<file path="config.mk">
export PLATFORM = sky130hd
export DESIGN_NAME = msp_serial_port
export DESIGN_NICKNAME = d
export VERILOG_FILES = /design/src/rtl/msp_pkg.sv /design/src/rtl/msp_serial_port.sv
export SDC_FILE = /design/constraint.sdc
export NUM_CORES = 1
export LEC_CHECK = 0
export ABC_AREA = 1
export BUFFER_PORTS_ARGS = -buffer_cell sky130_fd_sc_hd__buf_4
export CORE_MARGIN = 8
export CORE_UTILIZATION = 30
export CTS_CLUSTER_DIAMETER = 60
export DETAILED_ROUTE_END_ITERATION = 12
export GPL_TIMING_DRIVEN = 0
export HOLD_SLACK_MARGIN = 0.08
export SLEW_MARGIN = 20
export SYNTH_ARGS = -nofsm -noshare
export SYNTH_HDL_FRONTEND = slang
export SYNTH_SLANG_ARGS = --single-unit
</file>
<file path="constraint.sdc">
create_clock -name sys_clk -period 1.3 [get_ports sys_clk]
set_input_delay 0.13 -clock sys_clk [delete_from_list [all_inputs] [get_ports sys_clk]]
set_output_delay 0.13 -clock sys_clk [all_outputs]
set_load 0.01 [all_outputs]
</file>
<file path="src/rtl/msp_pkg.sv">
package msp_pkg;

	// Reference power modes.
	localparam logic [1:0] REF_MODE_PER_TEMP = 2'h0;
	localparam logic [1:0] REF_MODE_PER_SCAN = 2'h1;
	localparam logic [1:0] REF_MODE_ALWAYS   = 2'h2;

	// Wait below this keeps the reference on, in microseconds.
	localparam int         REF_HOLD_WAIT_US  = 80;
	localparam int         WAIT_W            = 16;

	// Shift register widths.
	localparam int         SHIFT_W           = 8;
	localparam int         CNT_W             = 3;
	localparam logic [CNT_W-1:0] CNT_LAST    = 3'h7;
	localparam logic [CNT_W-1:0] CNT_ZERO    = 3'h0;

	// Channel counts.
	localparam int         NUM_CH            = 8;
	localparam int         NUM_PAIR          = 4;

	// Synchronised serial pins travel together.
	typedef struct packed {
		logic cs_n;
		logic sclk;
		logic sdi;
	} msp_pins_t;

	// Alarm pin drive configuration.
	typedef struct packed {
		logic open_drain;
		logic active_high;
	} msp_alarm_cfg_t;

	typedef enum logic [0:0] {
		MSP_IDLE,
		MSP_XFER
	} msp_state_t;

endpackage : msp_pkg

</file>
<file path="src/rtl/msp_serial_port.sv">
module msp_serial_port
	import msp_pkg::*;
(
	// Clock and reset.
	input  wire logic                  sys_clk,
	input  wire logic                  rst_n,
	// Serial pins from the host.
	input  wire logic                  cs_n,
	input  wire logic                  sclk,
	input  wire logic                  sdi,
	// Serial output pin.
	output logic                       sdo_o,
	output logic                       sdo_oe,
	// Parallel data to and from the core.
	input  wire logic [SHIFT_W-1:0]    tx_word,
	output logic [SHIFT_W-1:0]         rx_word,
	output logic                       rx_valid,
	output logic                       xfer_start,
	// Alarm pin.
	input  wire logic                  alarm_event,
	input  wire msp_alarm_cfg_t        alarm_cfg,
	output logic                       alarm_o,
	output logic                       alarm_oe,
	// Reference power control.
	input  wire logic [1:0]            ref_mode,
	input  wire logic [WAIT_W-1:0]     scan_wait_us,
	input  wire logic                  temp_conv_busy,
	input  wire logic                  scan_busy,
	output logic                       ref_power_on,
	// Differential channel routing.
	input  wire logic                  diff_mode,
	input  wire logic [CNT_W-1:0]      chan_sel,
	output logic [CNT_W-1:0]           mux_pos,
	output logic [CNT_W-1:0]           mux_neg,
	output logic                       mux_neg_gnd
);

	// The serial pins belong to no clock of ours. The host may move them at any
	// moment, so every pin first passes two flip-flops before logic looks at it.
	// This costs about three system clocks of latency on each edge. The host's
	// minimum high and low times must therefore span several system clocks.
	// A serial clock that is too fast for that would lose edges, not corrupt them.
	// Chip select resets to high so that leaving reset never looks like a select.
	// The serial clock resets low; in mode 3 the first sampled high level would
	// look like a rise, but chip select is still high then and the rise is ignored.
	// The data line resets low; its value is only read at a detected rise.
	//
	// Two-stage synchronisers; the first stage feeds only the second.
	msp_pins_t pin_s1_r, pin_s2_r, pin_d_r;

	always_ff @(posedge sys_clk or negedge rst_n) begin
		if (!rst_n) begin
			pin_s1_r <= '{cs_n: 1'b1, sclk: 1'b0, sdi: 1'b0};
			pin_s2_r <= '{cs_n: 1'b1, sclk: 1'b0, sdi: 1'b0};
			pin_d_r  <= '{cs_n: 1'b1, sclk: 1'b0, sdi: 1'b0};
		end else begin
			pin_s1_r <= '{cs_n: cs_n, sclk: sclk, sdi: sdi};
			pin_s2_r <= pin_s1_r;
			pin_d_r  <= pin_s2_r;
		end
	end

	// A third stage holds the previous synchronised level for edge detection.
	// Comparing the second and third stages keeps the detector off the first
	// stage, which may still be settling from a metastable sample.
	// Each detected edge lasts exactly one system clock.
	//
	// Edge detection on the synchronised copies.
	logic sclk_rise, sclk_fall, cs_fall;
	assign sclk_rise = pin_s2_r.sclk & ~pin_d_r.sclk;
	assign sclk_fall = ~pin_s2_r.sclk & pin_d_r.sclk;
	assign cs_fall   = ~pin_s2_r.cs_n & pin_d_r.cs_n;

	// The port has only two states. Idle waits for a select; the transfer state
	// counts bits modulo eight, so bytes may follow each other without a gap.
	// A partial byte is dropped when chip select rises, since the counter and
	// state return to idle there and no valid pulse is given for it.
	// The sent flag blocks the first fall in mode 3, which comes before any rise.
	//
	// Serial port state.
	msp_state_t           state_r, state_nxt;
	logic [SHIFT_W-1:0]   rx_sh_r, rx_sh_nxt;
	logic [SHIFT_W-1:0]   tx_sh_r, tx_sh_nxt;
	logic [CNT_W-1:0]     bit_cnt_r, bit_cnt_nxt;
	logic [SHIFT_W-1:0]   rx_word_r, rx_word_nxt;
	logic                 rx_valid_r, rx_valid_nxt;
	logic                 start_r, start_nxt;
	logic                 sdo_r, sdo_nxt;
	logic                 sdo_oe_r, sdo_oe_nxt;
	logic                 sent_r, sent_nxt;

	// The shift engine. With the mode-0 and mode-3 clocking that the host keeps,
	// the first bit must be on the pin before the first rise, so it is loaded at
	// the chip select fall and later bits move on falls.
	always_comb begin
		state_nxt    = state_r;
		rx_sh_nxt    = rx_sh_r;
		tx_sh_nxt    = tx_sh_r;
		bit_cnt_nxt  = bit_cnt_r;
		rx_word_nxt  = rx_word_r;
		rx_valid_nxt = 1'b0;
		start_nxt    = 1'b0;
		sdo_nxt      = sdo_r;
		sdo_oe_nxt   = sdo_oe_r;
		sent_nxt     = sent_r;
		if (pin_s2_r.cs_n) begin
			// Chip select high resets the state, bit count, output bit and sent flag and releases the pin.
			state_nxt   = MSP_IDLE;
			bit_cnt_nxt = CNT_ZERO;
			sdo_oe_nxt  = 1'b0;
			sdo_nxt     = 1'b0;
			sent_nxt    = 1'b0;
		end else begin
			case (state_r)
				MSP_IDLE: begin
					if (cs_fall) begin
						// A falling chip select opens a new transfer.
						state_nxt   = MSP_XFER;
						start_nxt   = 1'b1;
						bit_cnt_nxt = CNT_ZERO;
						tx_sh_nxt   = {tx_word[SHIFT_W-2:0], 1'b0};
						sdo_nxt     = tx_word[SHIFT_W-1];
						sdo_oe_nxt  = 1'b1;
						sent_nxt    = 1'b0;
					end
				end
				MSP_XFER: begin
					if (sclk_rise) begin
						// Capture the input bit on the rising clock edge.
						rx_sh_nxt   = {rx_sh_r[SHIFT_W-2:0], pin_s2_r.sdi};
						bit_cnt_nxt = bit_cnt_r + 3'h1;
						sent_nxt    = 1'b1;
						if (bit_cnt_r == CNT_LAST) begin
							rx_word_nxt  = {rx_sh_r[SHIFT_W-2:0], pin_s2_r.sdi};
							rx_valid_nxt = 1'b1;
						end
					end else if (sclk_fall && sent_r) begin
						// Output moves only on falling clock edges.
						if (bit_cnt_r == CNT_ZERO) begin
							sdo_nxt   = tx_word[SHIFT_W-1];
							tx_sh_nxt = {tx_word[SHIFT_W-2:0], 1'b0};
						end else begin
							sdo_nxt   = tx_sh_r[SHIFT_W-1];
							tx_sh_nxt = {tx_sh_r[SHIFT_W-2:0], 1'b0};
						end
					end
				end
				default: state_nxt = MSP_IDLE;
			endcase
		end
	end

	always_ff @(posedge sys_clk or negedge rst_n) begin
		if (!rst_n) begin
			state_r    <= MSP_IDLE;
			rx_sh_r    <= '0;
			tx_sh_r    <= '0;
			bit_cnt_r  <= CNT_ZERO;
			rx_word_r  <= '0;
			rx_valid_r <= 1'b0;
			start_r    <= 1'b0;
			sdo_r      <= 1'b0;
			sdo_oe_r   <= 1'b0;
			sent_r     <= 1'b0;
		end else begin
			state_r    <= state_nxt;
			rx_sh_r    <= rx_sh_nxt;
			tx_sh_r    <= tx_sh_nxt;
			bit_cnt_r  <= bit_cnt_nxt;
			rx_word_r  <= rx_word_nxt;
			rx_valid_r <= rx_valid_nxt;
			start_r    <= start_nxt;
			sdo_r      <= sdo_nxt;
			sdo_oe_r   <= sdo_oe_nxt;
			sent_r     <= sent_nxt;
		end
	end

	// All port outputs come straight from their registers.
	// The output enable drops while chip select is high, so the pin floats then.
	assign sdo_o      = sdo_r;
	assign sdo_oe     = sdo_oe_r;
	assign rx_word    = rx_word_r;
	assign rx_valid   = rx_valid_r;
	assign xfer_start = start_r;

	// The alarm condition arrives from logic on this clock, so it needs no
	// synchroniser. The pin follows it one clock later in every configuration.
	// Reset leaves the pin undriven until the first clock after release.
	//
	// Alarm pin drive. Open-drain only pulls to the active level when that is low;
	// an active-high open-drain alarm relies on an external pull-up instead.
	logic alarm_r, alarm_nxt, alarm_oe_r, alarm_oe_nxt;

	always_comb begin
		alarm_nxt    = alarm_event ~^ alarm_cfg.active_high;
		alarm_oe_nxt = 1'b1;
		if (alarm_cfg.open_drain) begin
			// Drive only while the pin should sit low.
			alarm_nxt    = 1'b0;
			alarm_oe_nxt = ~(alarm_event ~^ alarm_cfg.active_high);
		end
	end

	always_ff @(posedge sys_clk or negedge rst_n) begin
		if (!rst_n) begin
			alarm_r    <= 1'b0;
			alarm_oe_r <= 1'b0;
		end else begin
			alarm_r    <= alarm_nxt;
			alarm_oe_r <= alarm_oe_nxt;
		end
	end

	assign alarm_o  = alarm_r;
	assign alarm_oe = alarm_oe_r;

	// The reference enable is a plain level computed each clock from the mode.
	// Per-measurement mode follows the temperature conversion busy level.
	// Per-scan mode follows the scan busy level, but a short wait between scans
	// would cycle the reference faster than it can settle, so it stays on then.
	// The threshold compare uses whole microseconds; the core supplies the wait.
	// The reserved mode encoding is treated as always on, which is the safe
	// choice: a powered reference costs current, an unpowered one costs results.
	// The enable is held low during reset so that power-up starts quiet.
	//
	// Reference power policy.
	logic ref_r, ref_nxt;
	logic short_wait;
	assign short_wait = scan_wait_us < WAIT_W'(REF_HOLD_WAIT_US);

	always_comb begin
		case (ref_mode)
			REF_MODE_PER_TEMP: ref_nxt = temp_conv_busy;
			REF_MODE_PER_SCAN: ref_nxt = scan_busy | short_wait;
			REF_MODE_ALWAYS:   ref_nxt = 1'b1;
			default:           ref_nxt = 1'b1;
		endcase
	end

	always_ff @(posedge sys_clk or negedge rst_n) begin
		if (!rst_n) begin
			ref_r <= 1'b0;
		end else begin
			ref_r <= ref_nxt;
		end
	end

	assign ref_power_on = ref_r;

	// In single-ended mode the negative input is grounded and both mux outputs
	// show the selected channel. In differential mode the lowest select bit is
	// ignored: any channel of a pair selects the whole pair, even one positive.
	// The routing is registered so that the mux never sees a decode glitch.
	//
	// Channel routing: a differential selection maps to its even/odd pair.
	logic [CNT_W-1:0] pos_r, pos_nxt, neg_r, neg_nxt;
	logic             gnd_r, gnd_nxt;

	always_comb begin
		pos_nxt = chan_sel;
		neg_nxt = chan_sel;
		gnd_nxt = 1'b1;
		if (diff_mode) begin
			pos_nxt = {chan_sel[CNT_W-1:1], 1'b0};
			neg_nxt = {chan_sel[CNT_W-1:1], 1'b1};
			gnd_nxt = 1'b0;
		end
	end

	always_ff @(posedge sys_clk or negedge rst_n) begin
		if (!rst_n) begin
			pos_r <= '0;
			neg_r <= '0;
			gnd_r <= 1'b1;
		end else begin
			pos_r <= pos_nxt;
			neg_r <= neg_nxt;
			gnd_r <= gnd_nxt;
		end
	end

	assign mux_pos     = pos_r;
	assign mux_neg     = neg_r;
	assign mux_neg_gnd = gnd_r;

	// The port has no long counters; every timing figure of the link is met by
	// the host's edge spacing, which the synchronisers turn into clock counts.
	// Nothing here depends on the serial clock running between frames.

endmodule : msp_serial_port

</file>
==> impl_results.md, run 1 <==
* Setup-failing EPs final at 0
* Pleak at between 1 and 1.5 nW
* Antenna viol nets, final at 0
* CTS Buf Count at 5
* Setup TNS at 0 ns
* Final min period at around 1.2 ns
* Vias per std cell at 4.20
* Max-cap check violation count at 0
* Post-synth top flop: dfrtp_1
* Synth cell count leaders: 69 x nand2_1, 43 x dfrtp_1, 23 x inv_1
* Reg-to-Reg Start: pin_d_r[2]$_DFF_PN1_
* WP data required at 1.54 ns
* Area of the mapped netlist at between 1500 and 2000 um^2
* Die X-Extent at approximately 96 um
* Syn Area/Cell at 9.53 um^2
* Reg clk slew, reported paths at ~0.080 ns
* Distinct cells, synth at 24
* Clk_skew at 0.00707 ns
* R2r setup slk at around 0.058 ns
* Die area at 9230 um^2
* Vias post-DR at ~1500
* Setup crit end kind: flop
* Area post-placement at roughly 2400 um^2
* Most common cell in the netlist: nand2_1
* FFs w/ async S/R, synth at 100%
* Syn Nets at around 250
* Cell chain of the critical path: nor2_1 -> nor2_2 -> nand3_4 -> inv_4 -> nand2_1 -> nand2_1
* Post-route DRC violation count at 0
* Synth top area cells: dfrtp_1 56%, nand2_1 13%, dfstp_2 5.5%, inv_1 4.5%, nand3_1 2.9%
* Worst EP arrival at around 1.5 ns
* Cell area power density at 1150 nW/um^2
* Crit Path Category: flop to flop
* Worst Reg-to-Reg Cells at 6
* Worst r2r dst: tx_sh_r[7]$_DFFE_PN0P_
* Cell mode on critical path: nand2_1
* Die Span Y at between 90 and 100 um
* Rows at 29
* Synth top area share at 55.9%
* Max transition margin at between 60% and 70%
* Final period util at between 90% and 100%
* Final instance area at between 2000 and 3000 um^2
* Largest net degree at the start of global routing at 48
* Worst-margin pin slew at between 0.5 and 0.6 ns
* CTS tree: done
* CP startpoint: pin_d_r[2]$_DFF_PN1_
* # nets final at 327
* HPWL Detailed at 2840 um
* Synthesized instance count at about 200
* Worst vdd ir at between 0.4 and 0.5 mV
* Total grt overflow at 0
* Worst setup path end: tx_sh_r[7]$_DFFE_PN0P_
* Share of cells above drive strength 1 at ~35%
* H-Tree Depth at 2
* Initial Util at a little under a third
* Top Ports at between 60 and 70
* Number of global-route vias before repair at between 1500 and 2000
* Worst hold path type: input pin to flop
* Crit-path slowest cell: dfstp_2
* Synthesis-to-layout area growth at 46.6%
* Slew Limit Fails at 0
* Fmax at 805 MHz
* DRT iter0 DRCs at 56
* Clk_lat worst skew at just under 0.3 ns
* Worst Setup Start Kind: flop
* First-pass GRT wire length at 6920 um
* WL final at around 4100 um
* Yosys reg bits at 47
* Root Driver: clkbuf_8
* Post-synth EDFFs at 0
* Final hold vios at 0
* Peak per-stage delay on the critical path at between 0.5 and 0.6 ns
* Port Buf Inserts at 57
* DR WL/cell at 11.3 um
* Clock Sinks at 47
* Status: complete, no violations
* Gp weighted congestion at roughly 0.74
* Clock buffer depth at 2
* Yosys warns at 0
* Diodes inserted at 0
* Area leader, netlist: dfrtp_1
* Sequential share of the synthesized area at between 60% and 70%
* Crit Path Max Fanout at 9
* Initial DRT Pass Iterations at 4
* Core Box Area at between 6000 and 7000 um^2
* Initial antenna violation count at 0
* All-Layer GR Usage at 9.45%
==> final cells by class <==
cell class                 count  area [um^2]
sequential                    47         1180
inverter                      25         96.3
tap                           77         96.3
multi-input combinational    125          658
buffer                         5         46.3
timing repair buffer          75          611
fill                         592         3460
clock inverter                 2         60.1
clock buffer                   6         72.6
==> kinds of logic after synthesis <==
family | count (synthesis) | synth area share, %
AO/OA/AOI/OAI | 20 | 6.96
XOR/XNOR | 1 | 0.455
adder cells (fa/ha/maj) | 3 | 1.95
AND/OR/NAND/NOR | 101 | 22.4
flip-flops | 47 | 61.4
buffers and inverters | 30 | 6.89
==> worst min-delay path by stage <==
stage	from	to	slack [ns]	depth (start not counted)
after CTS	tx_word[0]	tx_sh_r[1]$_DFFE_PN0P_	0.09	3
after floorplan	rst_n	alarm_o$_DFF_PN0_	-0.17	0
after global routing	tx_word[0]	tx_sh_r[1]$_DFFE_PN0P_	0.08	3
after detailed placement	rst_n	pin_s2_r[0]$_DFF_PN0_	0.18	1
final	tx_word[0]	tx_sh_r[1]$_DFFE_PN0P_	0.09	3
after global placement	rst_n	rx_word[1]$_DFFE_PN0P_	0.18	1
==> what timing repair did <==
action                                 in CTS  in global routing
gates resized for setup                     3                 11
cloned                                      0                  1
pin swaps                                   1                  2
setup endpoints to repair                   8                 19
endpoints found under the hold margin      54                  0
hold buffers                               12                  0
setup buffers                               1                  4
==> placed cells by master (no fill, tap or decap), types with 3 or more instances in the layout <==
master / netlist / routed
o21ai_0: 10 / 10
nand2_4: 0 / 3
buf_4: 3 / 64
inv_1: 23 / 21
dfrtp_1: 43 / 43
nor2_1: 11 / 11
nand3_1: 11 / 11
clkbuf_8: 0 / 5
dfstp_2: 4 / 4
dlygate4sd3_1: 0 / 12
nand2_1: 69 / 68
inv_2: 2 / 3
o21ai_2: 6 / 6
==> registers in the layout (all words and copies together) (netlist names), 2 cells and up <==
register,flops
pin_s1_r,3
bit_cnt_r,3
rx_sh_r,7
mux_neg,3
pin_s2_r,3
pin_d_r,2
rx_word,8
tx_sh_r,7
==> where the power goes <==
group | switching (mW) | internal, mW
Combinational | 0.187 | 0.197
Sequential | 0.0595 | 1.57
Clock | 0.471 | 0.768
==> metal layers <==
metal,vias to the layer above,global-route usage (%),wire (um)
met4,0,4.23,60
met3,4,4.60,399
li1,789,-,-
met5,-,0,0
met2,44,14.8,1920
met1,684,10.7,1700
==> through the flow <==
step           utilization (%)  total power [mW]  setup slack [ns]  hold slack, ns  cells
2_1_floorplan                -              1.81            0.0177          -0.166    202
3_3_place_gp              39.0              2.00            -0.186           0.183    336
3_5_place_dp              39.0              2.00            -0.195           0.180    336
4_1_cts                   43.4              3.29           0.00584          0.0853    357
5_1_grt                   44.9              3.43           -0.0164          0.0830    362
6_report                  44.9              3.26            0.0579          0.0942    362
==> critical path, delay by kind of cell (launching register included) <==
| kind | cells | cell delay, ns |
|---|---|---|
| flops | 1 | 0.58 |
| simple gates | 5 | 0.49 |
| buf+inv | 1 | 0.12 |
Power figures use the tool's default switching activity.
==> inputs of run 2 (changes only) <==
--- a/config.mk
+++ b/config.mk
@@ -13,6 +13,7 @@
 export DETAILED_ROUTE_END_ITERATION = 12
 export GPL_TIMING_DRIVEN = 0
 export HOLD_SLACK_MARGIN = 0.08
+export PLACE_DENSITY_LB_ADDON = 0.05
 export SLEW_MARGIN = 20
 export SYNTH_ARGS = -nofsm -noshare
 export SYNTH_HDL_FRONTEND = slang
==> constraint.sdc (replaced) <==
create_clock -name sys_clk -period 1.58 [get_ports sys_clk]
set_input_delay 0.158 -clock sys_clk [delete_from_list [all_inputs] [get_ports sys_clk]]
set_output_delay 0.158 -clock sys_clk [all_outputs]
set_load 0.01 [all_outputs]
==> run 2 against run 1 <==
Sequential power fell by 18%. Sequential share of layout area grew 2.5 points. Critical endpoint is now sdo_o$_DFFE_PN0P_. Critical path type unchanged. Largest power group unchanged. Via count is 1.4% lower. Total power decreased by 27%. Critical path depth grew 1.
==> impl_results.md, run 2 (synthesis gave the netlist of run 1 again) <==
* Max-cap check violation count at 0 (unchanged)
* Worst-margin pin slew at 0.598 ns (was 0.585 ns)
* Crit Path Category: flop to flop (unchanged)
* WL final at 4180 um (was 4080 um)
* Fmax at 715 MHz (was 805 MHz)
* Setup TNS at 0 ns (unchanged)
* Status: complete, no violations (unchanged)
* Hold slack final at 0.108 ns (was 0.0942 ns)
* Die area at 9230 um^2 (unchanged)
* Worst hold path type: input pin to flop (unchanged)
* Worst EP arrival at 1.59 ns (was 1.48 ns)
* Gp weighted congestion at 0.683 (was 0.743)
* Clock Sinks at 47 (unchanged)
* # nets final at 321 (was 327)
* Share of cells above drive strength 1 at 33.0% (was 35.4%)
* Initial Util at 30.7% (unchanged)
* Sequential Area at 1180 um^2 (unchanged)
* Core Box Area at 6280 um^2 (unchanged)
* Setup crit end kind: flop (unchanged)
* Reg clk slew, reported paths at 0.09 ns (was 0.08 ns)
* Commonest cells after routing, fill and taps aside: 68 x nand2_1, 60 x buf_4, 43 x dfrtp_1, 23 x inv_1, 12 x dlygate4sd3_1 (was 68 x nand2_1, 64 x buf_4, 43 x dfrtp_1, 21 x inv_1, 12 x dlygate4sd3_1)
* Root Driver: clkbuf_8 (unchanged)
* Clk_skew at 0.00668 ns (was 0.00707 ns)
* Total grt overflow at 0 (unchanged)
* Vias post-DR at 1499 (was 1521)
* Max transition margin at 60.1% (was 61.0%)
* Worst Setup Start Kind: flop (unchanged)
* Final min period at 1.40 ns (was 1.24 ns)
* Antenna viol nets, final at 0 (unchanged)
* Vias per std cell at 4.21 (was 4.20)
* Fillers at 634 (was 592)
* Max reg flops at 8 (unchanged)
* H-Tree Depth at 2 (unchanged)
* Initial antenna violation count at 0 (unchanged)
* All-Layer GR Usage at 9.79% (was 9.45%)
* Most common cell after layout, fill and taps aside: nand2_1 (unchanged)
* DR WL/cell at 11.7 um (was 11.3 um)
* Largest net degree at the start of global routing at 48 (unchanged)
* R2r setup slk at 0.18 ns (was 0.06 ns)
* Top Ports at 62 (unchanged)
* Final period util at 88.6% (was 95.5%)
* Final hold vios at 0 (unchanged)
* Rows at 29 (unchanged)
* DRT iter0 DRCs at 33 (was 56)
* Die X-Extent at 96.1 um (unchanged)
* Crit Path Max Fanout at 9 (unchanged)
* CTS tree: done (unchanged)
* Worst Reg-to-Reg Cells at 7 (was 6)
* First-pass GRT wire length at 7030 um (was 6920 um)
* Multi-input gate area at 613 um^2 (was 658 um^2)
* Die Span Y at 96.1 um (unchanged)
* Port Buf Inserts at 57 (unchanged)
* HPWL Detailed at 3020 um (was 2840 um)
* Layout Utilization at 42.4% (was 44.9%)
* RSZ-0062 raised after global routing: false
* Slew Limit Fails at 0 (unchanged)
* Clock buffer depth at 2 (unchanged)
* Cell area power density at 889 nW/um^2 (was 1150 nW/um^2)
* Initial DRT Pass Iterations at 6 (was 4)
* Worst r2r dst: sdo_o$_DFFE_PN0P_ (was tx_sh_r[7]$_DFFE_PN0P_)
* Number of global-route vias before repair at 1535 (was 1567)
* CTS Buf Count at 5 (unchanged)
* Clk_lat worst skew at 0.30 ns (was 0.29 ns)
* Reg-to-Reg Start: bit_cnt_r[0]$_DFFE_PN0P_ (was pin_d_r[2]$_DFF_PN1_)
* CP startpoint: bit_cnt_r[0]$_DFFE_PN0P_ (was pin_d_r[2]$_DFF_PN1_)
* Hold depth at 3 (unchanged)
* Setup-failing EPs final at 0 (unchanged)
* Worst setup path end: sdo_o$_DFFE_PN0P_ (was tx_sh_r[7]$_DFFE_PN0P_)
* Pleak at 1.39 nW (was 1.48 nW)
* Synthesis-to-layout area growth at 38.2% (was 46.6%)
* Diodes inserted at 0 (unchanged)
* WP data required at 1.77 ns (was 1.54 ns)
* Worst vdd ir at 0.438 mV (was 0.486 mV)
* Post-route DRC violation count at 0 (unchanged)
## run 2: cell types whose count changed in the layout (fill, tap and decap cells not counted), sizes merged
cell      previous run  this run
bufinv               2         0
buf                 67        62
clkinvlp             0         2
clkinv               0         1
clkbuf               7         5
## run 2: timing repair
action	4_1_cts	5_1_grt
gates resized for setup	0	1
setup endpoints to repair	0	1
setup buffers	0	0
hold buffers	12	0
hold endpoints to repair	54	0
## run 2: final cells by class
type	instances	area share (%)
Sequential cell	47	44.4
Inverter	25	3.53
Multi-Input combinational cell	125	23.0
Buffer	5	1.46
Clock buffer	5	2.59
Timing Repair Buffer	69	20.6
Tap cell	77	3.62
Clock inverter	3	0.753
## run 2: layer usage
layer / track usage [%] / routed length (um) / vias up
met1: 11.6 / 1810 / 676
li1: - / - / 770
met5: 0 / 0 / -
met4: 3.46 / 38 / 0
met2: 15.0 / 1910 / 48
met3: 4.84 / 419 / 5
## run 2: how the worst min path moves through the flow
stage                     startpoint  slack [ns]                      to
after floorplan                rst_n       -0.14       alarm_o$_DFF_PN0_
after global placement         rst_n        0.22  rx_word[6]$_DFFE_PN0P_
after detailed placement       rst_n        0.22  rx_word[6]$_DFFE_PN0P_
after CTS                 tx_word[0]        0.09  tx_sh_r[1]$_DFFE_PN0P_
after global routing      tx_word[0]         0.1  tx_sh_r[1]$_DFFE_PN0P_
final                     tx_word[0]        0.11  tx_sh_r[1]$_DFFE_PN0P_
## run 2: per-stage QoR
step                      worst slack (ns)  power (mW)  std cells  area [um^2]
final                                0.180        2.37        356         2660
after global routing                0.0522        2.51        356         2660
after CTS                           0.0226        2.42        356         2660
after detailed placement            0.0259        1.66        336         2450
after global placement              0.0326        1.65        336         2450
after floorplan                      0.298        1.49        202         1920
## run 2: where the power goes
group / switching, mW / internal (mW) / leakage [nW]
sequential: 0.0482 / 1.29 / 0.594
combinational: 0.150 / 0.154 / 0.759
clock: 0.410 / 0.308 / 0.0402
total: 0.609 / 1.76 / 1.39
## run 2: critical path, cell delays in order (launching register included)
cell	delay [ns]
dfrtp_1	0.35
inv_1	0.07
ha_1	0.20
nand2_2	0.16
nand2_2	0.16
or2_0	0.23
nand3_1	0.08
nand2_1	0.05
==> inputs of run 3 (changes only) <==
--- a/config.mk
+++ b/config.mk
@@ -8,7 +8,7 @@
 export ABC_AREA = 1
 export BUFFER_PORTS_ARGS = -buffer_cell sky130_fd_sc_hd__buf_4
 export CORE_MARGIN = 8
-export CORE_UTILIZATION = 30
+export CORE_UTILIZATION = 53
 export CTS_CLUSTER_DIAMETER = 60
 export DETAILED_ROUTE_END_ITERATION = 12
 export GPL_TIMING_DRIVEN = 0
==> run 3 against run 2 <==
Combinational power is 10% higher. Largest power group unchanged. First-iteration DRC count rose by 140%. Sequential share of layout area shrank 1.4 points. Critical endpoint unchanged. Flip-flop and latch count did not move. Worst setup slack worse by 0.0048 ns. Highest routed layer unchanged.
==> impl_results.md, run 3 (synthesis gave the netlist of run 1 again) <==
* Total grt overflow at 0 (unchanged)
* Pleak at 1.45 nW (was 1.39 nW)
* Vias per std cell at 4.66 (was 4.21)
* Clock buffer depth at 2 (unchanged)
* Gp weighted congestion at 0.730 (was 0.683)
* Met2 usage at 26.9% (was 15.0%)
* Die area at 5810 um^2 (was 9230 um^2)
* Cell mode on critical path: nand2_2 (unchanged)
* Die X-Extent at 76.3 um (was 96.1 um)
* Initial antenna violation count at 0 (unchanged)
* Clock Sinks at 47 (unchanged)
* # nets final at 332 (was 321)
* Flop pwr share at 52.9% (was 56.8%)
* Clk_skew at 0.00904 ns (was 0.00668 ns)
* Synthesis-to-layout area growth at 42.7% (was 38.2%)
* Crit Path Category: flop to flop (unchanged)
* Post-place setup slack at 0.0829 ns (was 0.0259 ns)
* # Post-CTS Setup Buffers at 0 (unchanged)
* Final min period at 1.40 ns (about the same)
* Clk pwr share at 33.9% (was 30.4%)
* Setup TNS at 0 ns (unchanged)
* Layout Utilization at 76.7% (was 42.4%)
* Hold Startpoint: tx_word[7] (was tx_word[0])
* All-Layer GR Usage at 15.9% (was 9.79%)
* Largest delay share family, worst path: simple AND/OR/NAND/NOR gates (unchanged)
* Worst vdd ir at 0.814 mV (was 0.438 mV)
* Diodes inserted at 0 (unchanged)
* Max reg flops at 8 (unchanged)
* Post-Layout Cell Count at 338 (was 356)
* Worst Reg-to-Reg Cells at 7 (unchanged)
* Share of cells above drive strength 1 at 31.4% (was 33.0%)
* Fmax at 712 MHz (was 715 MHz)
* H-Tree Depth at 2 (unchanged)
* Logic pwr share at 13.2% (was 12.9%)
* WL final at 4280 um (was 4180 um)
* Cell chain of the critical path: inv_1 -> ha_1 -> nand2_2 -> nand2_2 -> or2_0 -> nand3_1 -> nand2_1 (unchanged)
* Setup ws final at 0.176 ns (was 0.180 ns)
* Hold slack final at 0.133 ns (was 0.108 ns)
* DRT iter0 DRCs at 80 (was 33)
* Antenna viol nets, final at 0 (unchanged)
* Rows at 22 (was 29)
* Max-cap check violation count at 0 (unchanged)
* Max transition margin at 62.2% (was 60.1%)
* Setup crit end kind: flop (unchanged)
* Setup-failing EPs final at 0 (unchanged)
* Vias post-DR at 1575 (was 1499)
* Sw frac at 22.8% (was 25.7%)
* Initial Util at 53.8% (was 30.7%)
* Largest net degree at the start of global routing at 48 (unchanged)
* Worst r2r dst: sdo_o$_DFFE_PN0P_ (unchanged)
* Overall power at 2.54 mW (was 2.37 mW)
* GR met3 Demand/Resource at 6.96% (was 4.84%)
* CTS tree: done (unchanged)
* Root Driver: clkbuf_4 (was clkbuf_8)
* R2r setup slk at 0.18 ns (about the same)
* Crit-path slowest cell: dfrtp_1 (unchanged)
* Initial DRT Pass Iterations at 4 (was 6)
* P_sw at 0.579 mW (was 0.609 mW)
* Peak per-stage delay on the critical path at 0.38 ns (was 0.35 ns)
* Most common cell after layout, fill and taps aside: nand2_1 (unchanged)
* Die Span Y at 76.3 um (was 96.1 um)
* Worst Setup Start Kind: flop (unchanged)
* WP data required at 1.85 ns (was 1.77 ns)
* Status: complete, no violations (unchanged)
* Final hold vios at 0 (unchanged)
* DR WL/cell at 12.7 um (was 11.7 um)
* Worst Path Buf+Inv at 1 (unchanged)
* Post-route DRC violation count at 0 (unchanged)
* Final period util at 88.9% (was 88.6%)
* Final instance area at 2750 um^2 (was 2660 um^2)
* GR peak layer: met2 (unchanged)
* Int Pwr at 1.96 mW (was 1.76 mW)
* Hold Path Sink: sdo_o$_DFFE_PN0P_ (was tx_sh_r[1]$_DFFE_PN0P_)
* Number of global-route vias before repair at 1713 (was 1535)
* Worst hold path type: input pin to flop (unchanged)
* Fillers at 247 (was 634)
* Slew Limit Fails at 0 (unchanged)
* CTS Buf Count at 5 (unchanged)
* HPWL Detailed at 2840 um (was 3020 um)
* Met1 Resource Use GR at 17.1% (was 11.6%)
* Hold depth at 5 (was 3)
* Dpl cells at 307 (was 336)
* Reg clk slew, reported paths at 0.13 ns (was 0.09 ns)
* Reg-to-Reg Start: bit_cnt_r[0]$_DFFE_PN0P_ (unchanged)
* Worst EP arrival at 1.67 ns (was 1.59 ns)
* Top Ports at 62 (unchanged)
* Worst-margin pin slew at 0.567 ns (was 0.598 ns)
* First-pass GRT wire length at 7550 um (was 7030 um)
* Area post-placement at 2410 um^2 (was 2450 um^2)
* RSZ-0062 raised after global routing: false (unchanged)
* Commonest cells after routing, fill and taps aside: 68 x nand2_1, 60 x buf_4, 43 x dfrtp_1, 23 x inv_1, 23 x dlygate4sd3_1 (was 68 x nand2_1, 60 x buf_4, 43 x dfrtp_1, 23 x inv_1, 12 x dlygate4sd3_1)
* Cell area power density at 926 nW/um^2 (was 889 nW/um^2)
* Clk_lat worst skew at 0.36 ns (was 0.30 ns)
* Crit Path Max Fanout at 9 (unchanged)
* Port Buf Inserts at 57 (unchanged)
* Core Box Area at 3580 um^2 (was 6280 um^2)
-- run 3: cell types whose count changed in the layout (fill, tap and decap cells not counted) --
| cell | change |
|---|---|
| clkbuf_8 | -5 |
| bufinv_16 | +2 |
| clkinvlp_4 | -2 |
| dlygate4sd3_1 | +11 |
| clkbuf_4 | +5 |
| clkbuf_1 | +1 |
| clkinv_2 | -1 |
-- run 3: worst max-delay path by stage --
stage                                  start           endpoint  depth (start not counted)
floorplan           bit_cnt_r[0]$_DFFE_PN0P_  sdo_o$_DFFE_PN0P_                          7
global placement    bit_cnt_r[0]$_DFFE_PN0P_  sdo_o$_DFFE_PN0P_                          7
detailed placement  bit_cnt_r[0]$_DFFE_PN0P_  sdo_o$_DFFE_PN0P_                          7
CTS                 bit_cnt_r[0]$_DFFE_PN0P_  sdo_o$_DFFE_PN0P_                          7
global route        bit_cnt_r[0]$_DFFE_PN0P_  sdo_o$_DFFE_PN0P_                          7
finish              bit_cnt_r[0]$_DFFE_PN0P_  sdo_o$_DFFE_PN0P_                          7
-- run 3: cell type report --
class	count	area (um^2)	area share, %
flip-flops and latches	47	1180	43.0
repair buffers	80	658	24.0
multi-input cells	125	613	22.3
inverters	25	93.8	3.42
clock inverters	2	60.1	2.19
well taps	48	60.1	2.19
clock buffers	6	41.3	1.50
plain buffers	5	38.8	1.41
-- run 3: worst reg2reg max path: cells and delay by family, from the launching register on --
kind / cells / cell delay, ns
simple gates: 5 / 0.66
flops: 1 / 0.38
fa+ha+maj: 1 / 0.20
buf+inv: 1 / 0.07
-- run 3: timing repair --
action                     4_1_cts  5_1_grt
hold endpoints to repair        61        0
setup endpoints to repair        0        3
hold buffers                    23        0
gates resized for setup          0        1
-- run 3: per-layer routing --
layer | routed length, um | vias to the layer above
li1 | - | 794
met3 | 371 | 7
met5 | 0 | -
met1 | 1680 | 730
met4 | 59 | 0
met2 | 2170 | 44
-- run 3: power groups by stage --
stage	logic, mW	clock network, mW	registers (mW)
5_1_grt	0.377	0.941	1.36
3_3_place_gp	0.277	0	1.36
6_report	0.335	0.862	1.34
2_1_floorplan	0.127	0	1.37
4_1_cts	0.333	0.881	1.34
3_5_place_dp	0.284	0	1.37
